**config.mk**
```make
export PLATFORM = sky130hd
export DESIGN_NAME = rtc_event_comp_reset_ctrl
export DESIGN_NICKNAME = d
export VERILOG_FILES = /design/src/rtc_pkg.sv /design/src/rtc_event_comp_reset_ctrl.sv
export SDC_FILE = /design/constraint.sdc
export NUM_CORES = 1
export LEC_CHECK = 0
export ABC_AREA = 0
export BUFFER_PORTS_ARGS = -buffer_cell sky130_fd_sc_hd__buf_2
export CAP_MARGIN = 0
export CORE_ASPECT_RATIO = 0.9
export CORE_UTILIZATION = 47
export DETAILED_ROUTE_END_ITERATION = 8
export PLACE_DENSITY = 0.78
export REMOVE_ABC_BUFFERS = 1
export SYNTH_ARGS = -nofsm -noshare
export SYNTH_HDL_FRONTEND = slang
export SYNTH_SLANG_ARGS = --single-unit
```
**constraint.sdc**
```tcl
create_clock -name pclk -period 1.5 [get_ports pclk]
set_input_delay 0.15 -clock pclk [delete_from_list [all_inputs] [get_ports pclk]]
set_output_delay 0.15 -clock pclk [all_outputs]
set_load 0.02 [all_outputs]
```
**src/rtc_pkg.sv**
```systemverilog
// constants, field layouts and carrier types of the rtc event block
package rtc_pkg;

   // register byte offsets on the apb
   localparam logic [7:0] OFS_EVENT_FLAG = 8'h00;
   localparam logic [7:0] OFS_LOST_POWER = 8'h04;
   localparam logic [7:0] OFS_EVENT_ENABLE = 8'h08;
   localparam logic [7:0] OFS_COMPENSATION = 8'h0C;
   localparam logic [7:0] OFS_OSC_CONTROL = 8'h10;

   // bit positions of event flags and enables, the lost-power and soft reset bits and the resistor field
   localparam int BIT_ALARM = 15;
   localparam int BIT_WAKE = 5;
   localparam int BIT_DAY = 4;
   localparam int BIT_HOUR = 3;
   localparam int BIT_MINUTE = 2;
   localparam int BIT_SECOND = 1;
   localparam int BIT_MILLISEC = 0;
   localparam int BIT_POWER_LOST = 0;
   localparam int BIT_SOFT_RESET = 15;
   localparam int OSC_RES_LSB = 0;
   localparam int OSC_RES_WIDTH = 4;

   // writable bit masks, reserved bits clear
   localparam logic [15:0] EVENT_MASK = 16'h803F;
   localparam logic [15:0] COMP_MASK = 16'h9FFF;

   // reset values
   localparam logic [15:0] EVENT_FLAG_RST = 16'h0000;
   localparam logic [15:0] EVENT_ENABLE_RST = 16'h0000;
   localparam logic [15:0] COMP_RST = 16'h0000;
   localparam logic [3:0] OSC_RES_RST = 4'hB;
   localparam logic POWER_LOST_RST = 1'b1;

   // soft reset hold: three slow-clock cycles, rounded up in pclk cycles
   localparam int PCLK_HZ = 125_000_000;
   localparam int SLOW_CLK_HZ = 32_768;
   localparam int SOFT_RESET_SLOW_CYCLES = 3;
   localparam int SOFT_RESET_HOLD_CYCLES =
      (SOFT_RESET_SLOW_CYCLES * PCLK_HZ + SLOW_CLK_HZ - 1) / SLOW_CLK_HZ;

   // compensation register layout
   typedef struct packed {
      logic add;
      logic [1:0] rsvd;
      logic thousands;
      logic [3:0] hundreds;
      logic [3:0] tens;
      logic [3:0] units;
   } comp_t;

   // periodic and alarm strobes from the calendar logic
   typedef struct packed {
      logic alarm;
      logic day;
      logic hour;
      logic minute;
      logic second;
      logic millisec;
   } tick_t;

   // hourly millisecond correction towards the millisecond counter
   typedef struct packed {
      logic add;
      logic [12:0] bcd;
   } adjust_t;

endpackage

```
**src/rtc_event_comp_reset_ctrl.sv**
```systemverilog
// rtc event flags, enables, lost-power, comp_direction compensation and soft reset
// Functional notes
// - alarm match sets event flag bit 15.
// - wake pin event sets event flag bit 5.
// - day, hour, minute, second, millisecond ticks set bits 4 to 0.
// - flags stay set until software writes one; zero writes change nothing.
// - lost-power flag at status bit 0, set after power loss.
// - reading status or event flag register clears lost-power flag.
// - enables for alarm at bit 15 and wake pin at bit 5.
// - enables for day to millisecond at bits 4 to 0.
// - on each hour tick apply signed millisecond correction.
// - zero compensation magnitude means no hourly correction.
// - compensation bit 15 picks direction, 0 subtract, 1 add.
// - magnitude is bcd: bit 12, bits 11-8, 7-4, 3-0.
// - writing one to oscillator bit 15 soft-resets the block.
// - system reset pin leaves the block state untouched.
// - the soft reset bit clears itself once reset is done.
// - oscillator bits 3-0 select resistor, 1011b after reset.
//
// Our own choices: the address map and register access over APB.
`timescale 1ns/1ps

module rtc_event_comp_reset_ctrl #(
   parameter int HOLD_CYCLES = rtc_pkg::SOFT_RESET_HOLD_CYCLES
) (
   input wire logic pclk,
   input wire logic presetn,
   input wire logic psel,
   input wire logic penable,
   input wire logic pwrite,
   input wire logic [7:0] paddr,
   input wire logic [31:0] pwdata,
   output logic [31:0] prdata,
   output logic pready,
   output logic pslverr,
   input wire logic system_reset_n,
   input wire logic wake_pin,
   input wire rtc_pkg::tick_t ticks,
   output logic irq,
   output logic adjust_valid,
   output rtc_pkg::adjust_t adjust,
   output logic [3:0] osc_resistor_sel
);

   localparam int CNT_W = 14;

   // the hold counter must fit its width and count at least one cycle
   generate
      if (HOLD_CYCLES < 1 || HOLD_CYCLES >= (1 << CNT_W)) begin : g_chk
         $error("HOLD_CYCLES out of range");
      end
   endgenerate

   // address match on an aligned word
   function automatic logic hit(input logic [7:0] a, input logic [7:0] ofs);
      hit = (a == ofs);
   endfunction

   logic [15:0] flags_q, flags_d;
   logic [15:0] en_q, en_d;
   rtc_pkg::comp_t comp_q, comp_d;
   logic [3:0] osc_res_q, osc_res_d;
   logic power_lost_q, power_lost_d;
   logic soft_reset_q, soft_reset_d;
   logic [CNT_W-1:0] hold_cnt_q, hold_cnt_d;
   logic wake_s1_q, wake_s2_q, wake_s3_q;
   logic sys_s1_q, sys_s2_q;
   logic [31:0] prdata_q, prdata_d;
   logic adjust_valid_q, adjust_valid_d;
   rtc_pkg::adjust_t adjust_q, adjust_d;

   // apb phase decode
   wire setup = psel & ~penable;
   wire access = psel & penable;
   wire wr = access & pwrite;
   wire rd = access & ~pwrite;
   wire sel_flag = hit(paddr, rtc_pkg::OFS_EVENT_FLAG);
   wire sel_lost = hit(paddr, rtc_pkg::OFS_LOST_POWER);
   wire sel_en = hit(paddr, rtc_pkg::OFS_EVENT_ENABLE);
   wire sel_comp = hit(paddr, rtc_pkg::OFS_COMPENSATION);
   wire sel_osc = hit(paddr, rtc_pkg::OFS_OSC_CONTROL);
   wire mapped = sel_flag | sel_lost | sel_en | sel_comp | sel_osc;

   // zero wait states; unmapped addresses answer with an error
   assign pready = 1'b1;
   assign pslverr = access & ~mapped;
   assign prdata = prdata_q;

   // wake pin is asynchronous: edge taken only after the second flop
   wire wake_edge = wake_s2_q & ~wake_s3_q;

   // event vector placed at the documented bit positions
   wire [15:0] set_vec = {
      ticks.alarm,
      9'h000,
      wake_edge,
      ticks.day, ticks.hour, ticks.minute, ticks.second,
      ticks.millisec
   };

   // write-one-to-clear pattern, reserved bits masked out
   wire [15:0] clr_vec = (wr & sel_flag) ?
      (pwdata[15:0] & rtc_pkg::EVENT_MASK) : 16'h0000;

   // soft reset request and its completion
   wire soft_req = wr & sel_osc & pwdata[rtc_pkg::BIT_SOFT_RESET];
   wire soft_done = soft_reset_q & (hold_cnt_q == CNT_W'(1));

   // magnitude in bcd, nonzero check gates the hourly correction
   wire [12:0] comp_bcd = {comp_q.thousands, comp_q.hundreds,
                           comp_q.tens, comp_q.units};
   wire comp_nonzero = (comp_bcd != 13'h0000);

   // interrupt request from any enabled flag
   assign irq = |(flags_q & en_q);

   // event flags: a set in the clear cycle wins over the clear
   assign flags_d = soft_reset_q ? rtc_pkg::EVENT_FLAG_RST :
      (((flags_q & ~clr_vec) | set_vec) & rtc_pkg::EVENT_MASK);

   // enables, reserved bits kept at zero
   assign en_d = soft_reset_q ? rtc_pkg::EVENT_ENABLE_RST :
      (wr & sel_en) ? (pwdata[15:0] & rtc_pkg::EVENT_MASK) :
      en_q;

   // compensation register
   assign comp_d = soft_reset_q ? rtc_pkg::COMP_RST :
      (wr & sel_comp) ? rtc_pkg::comp_t'(pwdata[15:0] & rtc_pkg::COMP_MASK) :
      comp_q;

   // resistor select; a soft reset returns it to the fast-start value
   assign osc_res_d = soft_reset_q ? rtc_pkg::OSC_RES_RST :
      (wr & sel_osc) ?
      pwdata[rtc_pkg::OSC_RES_LSB +: rtc_pkg::OSC_RES_WIDTH] :
      osc_res_q;
   assign osc_resistor_sel = osc_res_q;

   // lost power: set at power-up, cleared by soft reset or by a read
   assign power_lost_d = soft_reset_q ? 1'b0 :
      (rd & (sel_flag | sel_lost)) ? 1'b0 : power_lost_q;

   // soft reset bit holds for the wait time, then drops by itself
   assign soft_reset_d = soft_done ? 1'b0 :
      (soft_req ? 1'b1 : soft_reset_q);
   assign hold_cnt_d = (soft_req & ~soft_reset_q) ? CNT_W'(HOLD_CYCLES) :
      (soft_reset_q ? hold_cnt_q - CNT_W'(1) : hold_cnt_q);

   // hourly correction pulse, none while the block is in soft reset
   assign adjust_valid_d = ticks.hour & comp_nonzero &
      ~soft_reset_q;
   assign adjust_d = adjust_valid_d ?
      rtc_pkg::adjust_t'({comp_q.add, comp_bcd}) : adjust_q;
   assign adjust_valid = adjust_valid_q;
   assign adjust = adjust_q;

   // read data is captured in the setup phase so it sits in a flop
   always_comb begin
      prdata_d = 32'h0000_0000;
      if (sel_flag) begin
         prdata_d[15:0] = flags_q;
      end else if (sel_lost) begin
         prdata_d[rtc_pkg::BIT_POWER_LOST] = power_lost_q;
      end else if (sel_en) begin
         prdata_d[15:0] = en_q;
      end else if (sel_comp) begin
         prdata_d[15:0] = comp_q;
      end else if (sel_osc) begin
         prdata_d[rtc_pkg::BIT_SOFT_RESET] = soft_reset_q;
         prdata_d[rtc_pkg::OSC_RES_LSB +: rtc_pkg::OSC_RES_WIDTH] = osc_res_q;
      end
   end

   // block state: presetn is the power-up of the rtc domain only
   always_ff @(posedge pclk or negedge presetn) begin
      if (!presetn) begin
         flags_q <= rtc_pkg::EVENT_FLAG_RST;
         en_q <= rtc_pkg::EVENT_ENABLE_RST;
         comp_q <= rtc_pkg::COMP_RST;
         osc_res_q <= rtc_pkg::OSC_RES_RST;
         power_lost_q <= rtc_pkg::POWER_LOST_RST;
         soft_reset_q <= 1'b0;
         hold_cnt_q <= '0;
      end else begin
         flags_q <= flags_d;
         en_q <= en_d;
         comp_q <= comp_d;
         osc_res_q <= osc_res_d;
         power_lost_q <= power_lost_d;
         soft_reset_q <= soft_reset_d;
         hold_cnt_q <= hold_cnt_d;
      end
   end

   // pin synchronisers for the wake pin and the system reset pin
   // each copy resets to its pin's idle level: low for the wake pin, high
   // for the system reset pin, so a release of presetn shows no false edge
   // and no false reset request that would blank the first read
   always_ff @(posedge pclk or negedge presetn) begin
      if (!presetn) begin
         wake_s1_q <= 1'b0;
         wake_s2_q <= 1'b0;
         wake_s3_q <= 1'b0;
         sys_s1_q <= 1'b1;
         sys_s2_q <= 1'b1;
      end else begin
         wake_s1_q <= wake_pin;
         wake_s2_q <= wake_s1_q;
         wake_s3_q <= wake_s2_q;
         sys_s1_q <= system_reset_n;
         sys_s2_q <= sys_s1_q;
      end
   end

   // system reset only clears the bus-side read buffer, never rtc state
   always_ff @(posedge pclk or negedge presetn) begin
      if (!presetn) begin
         prdata_q <= 32'h0000_0000;
      end else if (!sys_s2_q) begin
         prdata_q <= 32'h0000_0000;
      end else if (setup) begin
         prdata_q <= prdata_d;
      end
   end

   // correction output flops
   always_ff @(posedge pclk or negedge presetn) begin
      if (!presetn) begin
         adjust_valid_q <= 1'b0;
         adjust_q <= '0;
      end else begin
         adjust_valid_q <= adjust_valid_d;
         adjust_q <= adjust_d;
      end
   end

   // checks on the guarded behaviour

   a_alarm_sets_flag: assert property (
      @(posedge pclk) disable iff (!presetn)
      ticks.alarm && !soft_reset_q |=> flags_q[rtc_pkg::BIT_ALARM] && irq ==
         en_q[rtc_pkg::BIT_ALARM] || |(flags_q[5:0] & en_q[5:0]))
      else $error("alarm tick did not set its flag");

   a_wake_edge_flag: assert property (
      @(posedge pclk) disable iff (!presetn)
      $rose(wake_s2_q) && !soft_reset_q |=> flags_q[rtc_pkg::BIT_WAKE])
      else $error("wake pin edge did not set its flag");

   a_tick_sets_flag: assert property (
      @(posedge pclk) disable iff (!presetn)
      ticks.minute && !soft_reset_q |=> ##1 flags_q[rtc_pkg::BIT_MINUTE]
         || $past(clr_vec[rtc_pkg::BIT_MINUTE]))
      else $error("minute tick flag lost");

   a_flag_w1c_clear: assert property (
      @(posedge pclk) disable iff (!presetn)
      wr && sel_flag && pwdata[rtc_pkg::BIT_SECOND] && !ticks.second &&
         !soft_reset_q |=> !flags_q[rtc_pkg::BIT_SECOND])
      else $error("write one did not clear the flag");

   a_flag_zero_keep: assert property (
      @(posedge pclk) disable iff (!presetn)
      wr && sel_flag && !pwdata[rtc_pkg::BIT_HOUR] &&
         flags_q[rtc_pkg::BIT_HOUR] && !soft_reset_q
         |=> flags_q[rtc_pkg::BIT_HOUR])
      else $error("write zero changed a flag");

   a_lost_read_clear: assert property (
      @(posedge pclk) disable iff (!presetn)
      rd && (sel_lost || sel_flag) |=> !power_lost_q [*2])
      else $error("read did not clear lost-power flag");

   a_irq_gating: assert property (
      @(posedge pclk) disable iff (!presetn)
      $rose(flags_q[rtc_pkg::BIT_DAY]) && en_q[rtc_pkg::BIT_DAY] |-> irq)
      else $error("enabled flag gave no interrupt");

   a_comp_zero_none: assert property (
      @(posedge pclk) disable iff (!presetn)
      ticks.hour && !comp_nonzero |=> !adjust_valid)
      else $error("correction applied with zero magnitude");

   a_comp_hour_apply: assert property (
      @(posedge pclk) disable iff (!presetn)
      ticks.hour && comp_nonzero && !soft_reset_q |=> adjust_valid &&
         adjust.add == $past(comp_q.add) && adjust.bcd == $past(comp_bcd))
      else $error("hourly correction missing or wrong");

   a_soft_self_clear: assert property (
      @(posedge pclk) disable iff (!presetn)
      soft_done |=> !soft_reset_q && osc_res_q == rtc_pkg::OSC_RES_RST &&
         comp_q == rtc_pkg::COMP_RST && en_q == rtc_pkg::EVENT_ENABLE_RST)
      else $error("soft reset did not finish cleanly");

   a_soft_hold_count: assert property (
      @(posedge pclk) disable iff (!presetn)
      soft_req && !soft_reset_q |=> soft_reset_q &&
         hold_cnt_q == CNT_W'(HOLD_CYCLES))
      else $error("soft reset not started");

   a_sysreset_keeps: assert property (
      @(posedge pclk) disable iff (!presetn)
      !sys_s2_q && !wr && !soft_reset_q |=> $stable(en_q) &&
         $stable(comp_q) && $stable(osc_res_q))
      else $error("system reset disturbed rtc state");

   a_reserved_zero: assert property (
      @(posedge pclk) disable iff (!presetn)
      setup && sys_s2_q && sel_comp |=> prdata_q[31:16] == 16'h0000 &&
         prdata_q[14:13] == 2'b00)
      else $error("reserved bits read nonzero");

   a_lost_power_holds: assert property (
      @(posedge pclk) disable iff (!presetn)
      power_lost_q && !soft_reset_q && !(rd && (sel_flag || sel_lost))
         |=> power_lost_q)
      else $error("lost-power flag dropped without a read");

   a_soft_drops_state: assert property (
      @(posedge pclk) disable iff (!presetn)
      soft_reset_q |=> flags_q == rtc_pkg::EVENT_FLAG_RST &&
         !power_lost_q && !adjust_valid)
      else $error("soft reset left block state behind");

   a_enable_write: assert property (
      @(posedge pclk) disable iff (!presetn)
      wr && sel_en && !soft_reset_q |=>
         en_q == ($past(pwdata[15:0]) & rtc_pkg::EVENT_MASK))
      else $error("enable write did not land");

   a_comp_write: assert property (
      @(posedge pclk) disable iff (!presetn)
      wr && sel_comp && !soft_reset_q |=>
         comp_q == ($past(pwdata[15:0]) & rtc_pkg::COMP_MASK))
      else $error("compensation write did not land");

   a_resistor_write: assert property (
      @(posedge pclk) disable iff (!presetn)
      wr && sel_osc && !soft_reset_q && !pwdata[rtc_pkg::BIT_SOFT_RESET]
         |=> osc_res_q ==
         $past(pwdata[rtc_pkg::OSC_RES_LSB +: rtc_pkg::OSC_RES_WIDTH]))
      else $error("resistor select write did not land");

endmodule

```
==> results.json <==
{
  "io_buffers": 69,
  "worst-path-buf-inv": 1,
  "cp_top_family": "compound AO/OA/AOI/OAI gates",
  "setup_slack_ps": -234.6,
  "wl_per_cell_um": 17.22,
  "cellPowerDensity_nw_per_um2": 888.1,
  "synth_cells": 336,
  "final_common_cell": "dfrtp_1",
  "grt_antenna_before_repair": 0,
  "insertion_delay_ps": 350,
  "regArea_sq_um": 2059,
  "syn_to_final_growth_pct": 34.02,
  "crit_chain": "a222oi_1, nand3_1, buf_2",
  "fin_util_pct": 66.62,
  "violations": "setup timing",
  "n_antenna_cell": 0,
  "rr_worst_depth": 4,
  "synth-seq-cells": 82,
  "via_count": 3201,
  "r2r_end": "hold_cnt_q[9]$_DFFE_PN0P_",
  "cts_buffers": 9,
  "die_h_um": 87.79,
  "drt_pre_antenna_iters": 4,
  "h-tree-depth": 3,
  "nFillCells": 555,
  "final_cell_mix": "76 x dfrtp_1, 68 x buf_2, 60 x buf_4",
  "synth_cell_type_count": 54,
  "overflow": 0,
  "critPathCapture": "irq",
  "dp_cells": 543,
  "max_clock_freq_mhz": 576.5,
  "grt_pass1_wl_um": 15100,
  "synth.yosys.seq_area_share_pct": 53.58,
  "finalNonFillerCells": 574,
  "grt_pass1_vias": 3072,
  "whs_ps": 15.96,
  "grt_use_total_pct": 22.88,
  "status": "finished, violations left",
  "syn_area_sq_um": 3844,
  "worstSetupStartpointType": "register",
  "regToRegStartpoint": "hold_cnt_q[0]$_DFFE_PN0P_",
  "cp_data_required_time_ps": 1350,
  "die_w_um": 97.33,
  "drive_above_1_share_pct": 44.14,
  "cp.arrival_ps": 1580,
  "r2r_slack_ps": -210,
  "multi_input_area_sq_um": 1759,
  "slew_violations": 0,
  "worstSetupEndpointType": "primary output",
  "ys_async_sr_fraction_pct": 100.0,
  "via_per_inst": 5.577,
  "crit_cells": 3,
  "start_util_pct": 49.71,
  "max_stage_delay_ps": 470,
  "ir_worst_vdd_uv": 514.3,
  "placement_rows": 30,
  "cts_tree": "built",
  "clock-root-buffer": "clkbuf_8",
  "max_slew_margin_pct": 62.32,
  "drc": 0,
  "routed_wl_um": 9883,
  "slowest_stage": "a222oi_1",
  "synth_edf_count": 0,
  "leakage_nw": 2.702,
  "tightest_slew_ps": 562.6,
  "drt_iter0_markers": 184,
  "postSynthAreaPerCell_sq_um": 11.44,
  "synthFlopType": "dfrtp_1",
  "place_hpwl_um": 6914,
  "routabilityCongestion": 0.8030,
  "hold_viol": 0,
  "path_clk_slew_ps": 90,
  "crit_start": "en_q[3]$_DFFE_PN0P_",
  "pin_count": 107,
  "power.total_w": 0.004575,
  "clk_path_buf_depth": 2,
  "path_class": "reg -> out",
  "grt_max_degree": 36,
  "cap_violations": 0,
  "cts_sinks": 82,
  "rsz0062_at_grt": "true",
  "finalSetupViolations": 16,
  "yosys_warnings": 0,
  "die_area_sq_um": 8544,
  "cp_max_fo": 3,
  "finalCritPeriodShare_pct": 115.6,
  "hold_path_class": "in -> reg",
  "core_sq_um": 7732,
  "skew_ps": 8.609,
  "final_nets": 528,
  "antenna_left": 0,
  "final.min_clock_period_ps": 1735
}
[registers in the layout (all words and copies together) (netlist names)]
| signal | flops |
|---|---|
| adjust_valid | 1 |
| power_lost_q | 1 |
| comp_q | 1 |
| hold_cnt_q | 14 |
| flags_q | 7 |
| sys_s2_q | 1 |
| sys_s1_q | 1 |
| wake_s2_q | 1 |
| adjust | 14 |
| comp_bcd | 13 |
| wake_s3_q | 1 |
| prdata | 14 |
| en_q | 7 |
| soft_reset_q | 1 |
| osc_resistor_sel | 4 |
| wake_s1_q | 1 |
[metrics by stage]
| step | instance area [sq um] | setup TNS, ps | worst slack [ps] |
|---|---|---|---|
| final | 5151 | -2327 | -234.6 |
| after global routing | 5151 | -3470 | -282.6 |
| after CTS | 5007 | -1416 | -205.6 |
| after detailed placement | 4633 | -5199 | -191.2 |
| after global placement | 4633 | -3451 | -155.4 |
| after floorplan | 3700 | -7615 | -612.9 |
[timing repair]
action | CTS | global route
hold buffers | 3 | 0
cloned | 0 | 1
setup buffers | 6 | 9
setup endpoints to repair | 38 | 25
resized for setup | 32 | 18
hold endpoints to repair | 27 | 0
pin swaps | 13 | 18
[Yosys cell counts, drive strengths merged, types with 3 or more instances]
cell type,number,area share [%]
nand2,10,1.0
nor2b,8,1.3
nor4,4,1.4
nor3,12,1.6
nand4,8,1.6
o21ai,15,2.1
buf,27,4.9
mux2i,14,3.6
a22oi,7,1.4
clkbuf,5,0.49
a211o,3,0.68
nand2b,3,0.49
dfrtp,76,49
a22o,22,5.0
a221o,4,1.0
nor2,28,2.8
inv,15,1.5
nor3b,3,1.0
o32ai,3,0.68
nand3,6,0.91
mux2,19,5.6
a21oi,12,1.6
dfstp,6,4.1
[cell families after synthesis]
logic type / after synthesis / synth area share [%]
adders and majority gates: 2 / 0.6509
and+or+nand+nor: 98 / 15.72
buffers and inverters: 47 / 6.868
DFF: 82 / 53.58
muxes: 33 / 9.212
other: 2 / 0.1954
AOI/OAI and AO/OA: 72 / 13.77
[how the worst min path moves through the flow]
stage / start / slack [ps] / cells after the start / end
2_1_floorplan: presetn / -150 / 0 / adjust[0]$_DFFE_PN0P_
3_3_place_gp: presetn / 110 / 1 / adjust_valid$_DFF_PN0_
3_5_place_dp: presetn / 110 / 1 / adjust_valid$_DFF_PN0_
4_1_cts: ticks[0] / 6 / 3 / flags_q[0]$_DFF_PN0_
5_1_grt: ticks[4] / 5 / 3 / flags_q[4]$_DFF_PN0_
6_report: ticks[0] / 20 / 3 / flags_q[0]$_DFF_PN0_
[power by group]
part | internal (W) | switching, W | total (W)
Sequential | 0.00231 | 0.0000624 | 0.00237
Clock | 0.000615 | 0.000833 | 0.00145
Combinational | 0.000338 | 0.000415 | 0.000753
Total | 0.00326 | 0.00131 | 0.00457
[area by class of cell]
| cell class | instances | share of cell area [%] |
|---|---|---|
| multi-input cells | 224 | 34.15 |
| clock inverters | 7 | 1.020 |
| flip-flops and latches | 82 | 39.98 |
| well taps | 96 | 2.332 |
| inverters | 15 | 1.142 |
| repair buffers | 141 | 18.97 |
| clock buffers | 9 | 2.405 |
[tightest hold or removal path: cells and delay by family]
family / cells / cell delay (ps)
compound gates: 1 / 50
buf+inv: 2 / 130
[metal layers]
| layer | vias to the layer above | GRT usage [%] | part of all wire, % |
|---|---|---|---|
| met1 | 1611 | 29.09 | 43 |
| met5 | - | 0 | 0 |
| met3 | 23 | 5.188 | 3.7 |
| li1 | 1469 | - | - |
| met2 | 98 | 38.99 | 51 |
| met4 | 0 | 8.556 | 2.3 |
(Power assumes the default switching activity.)
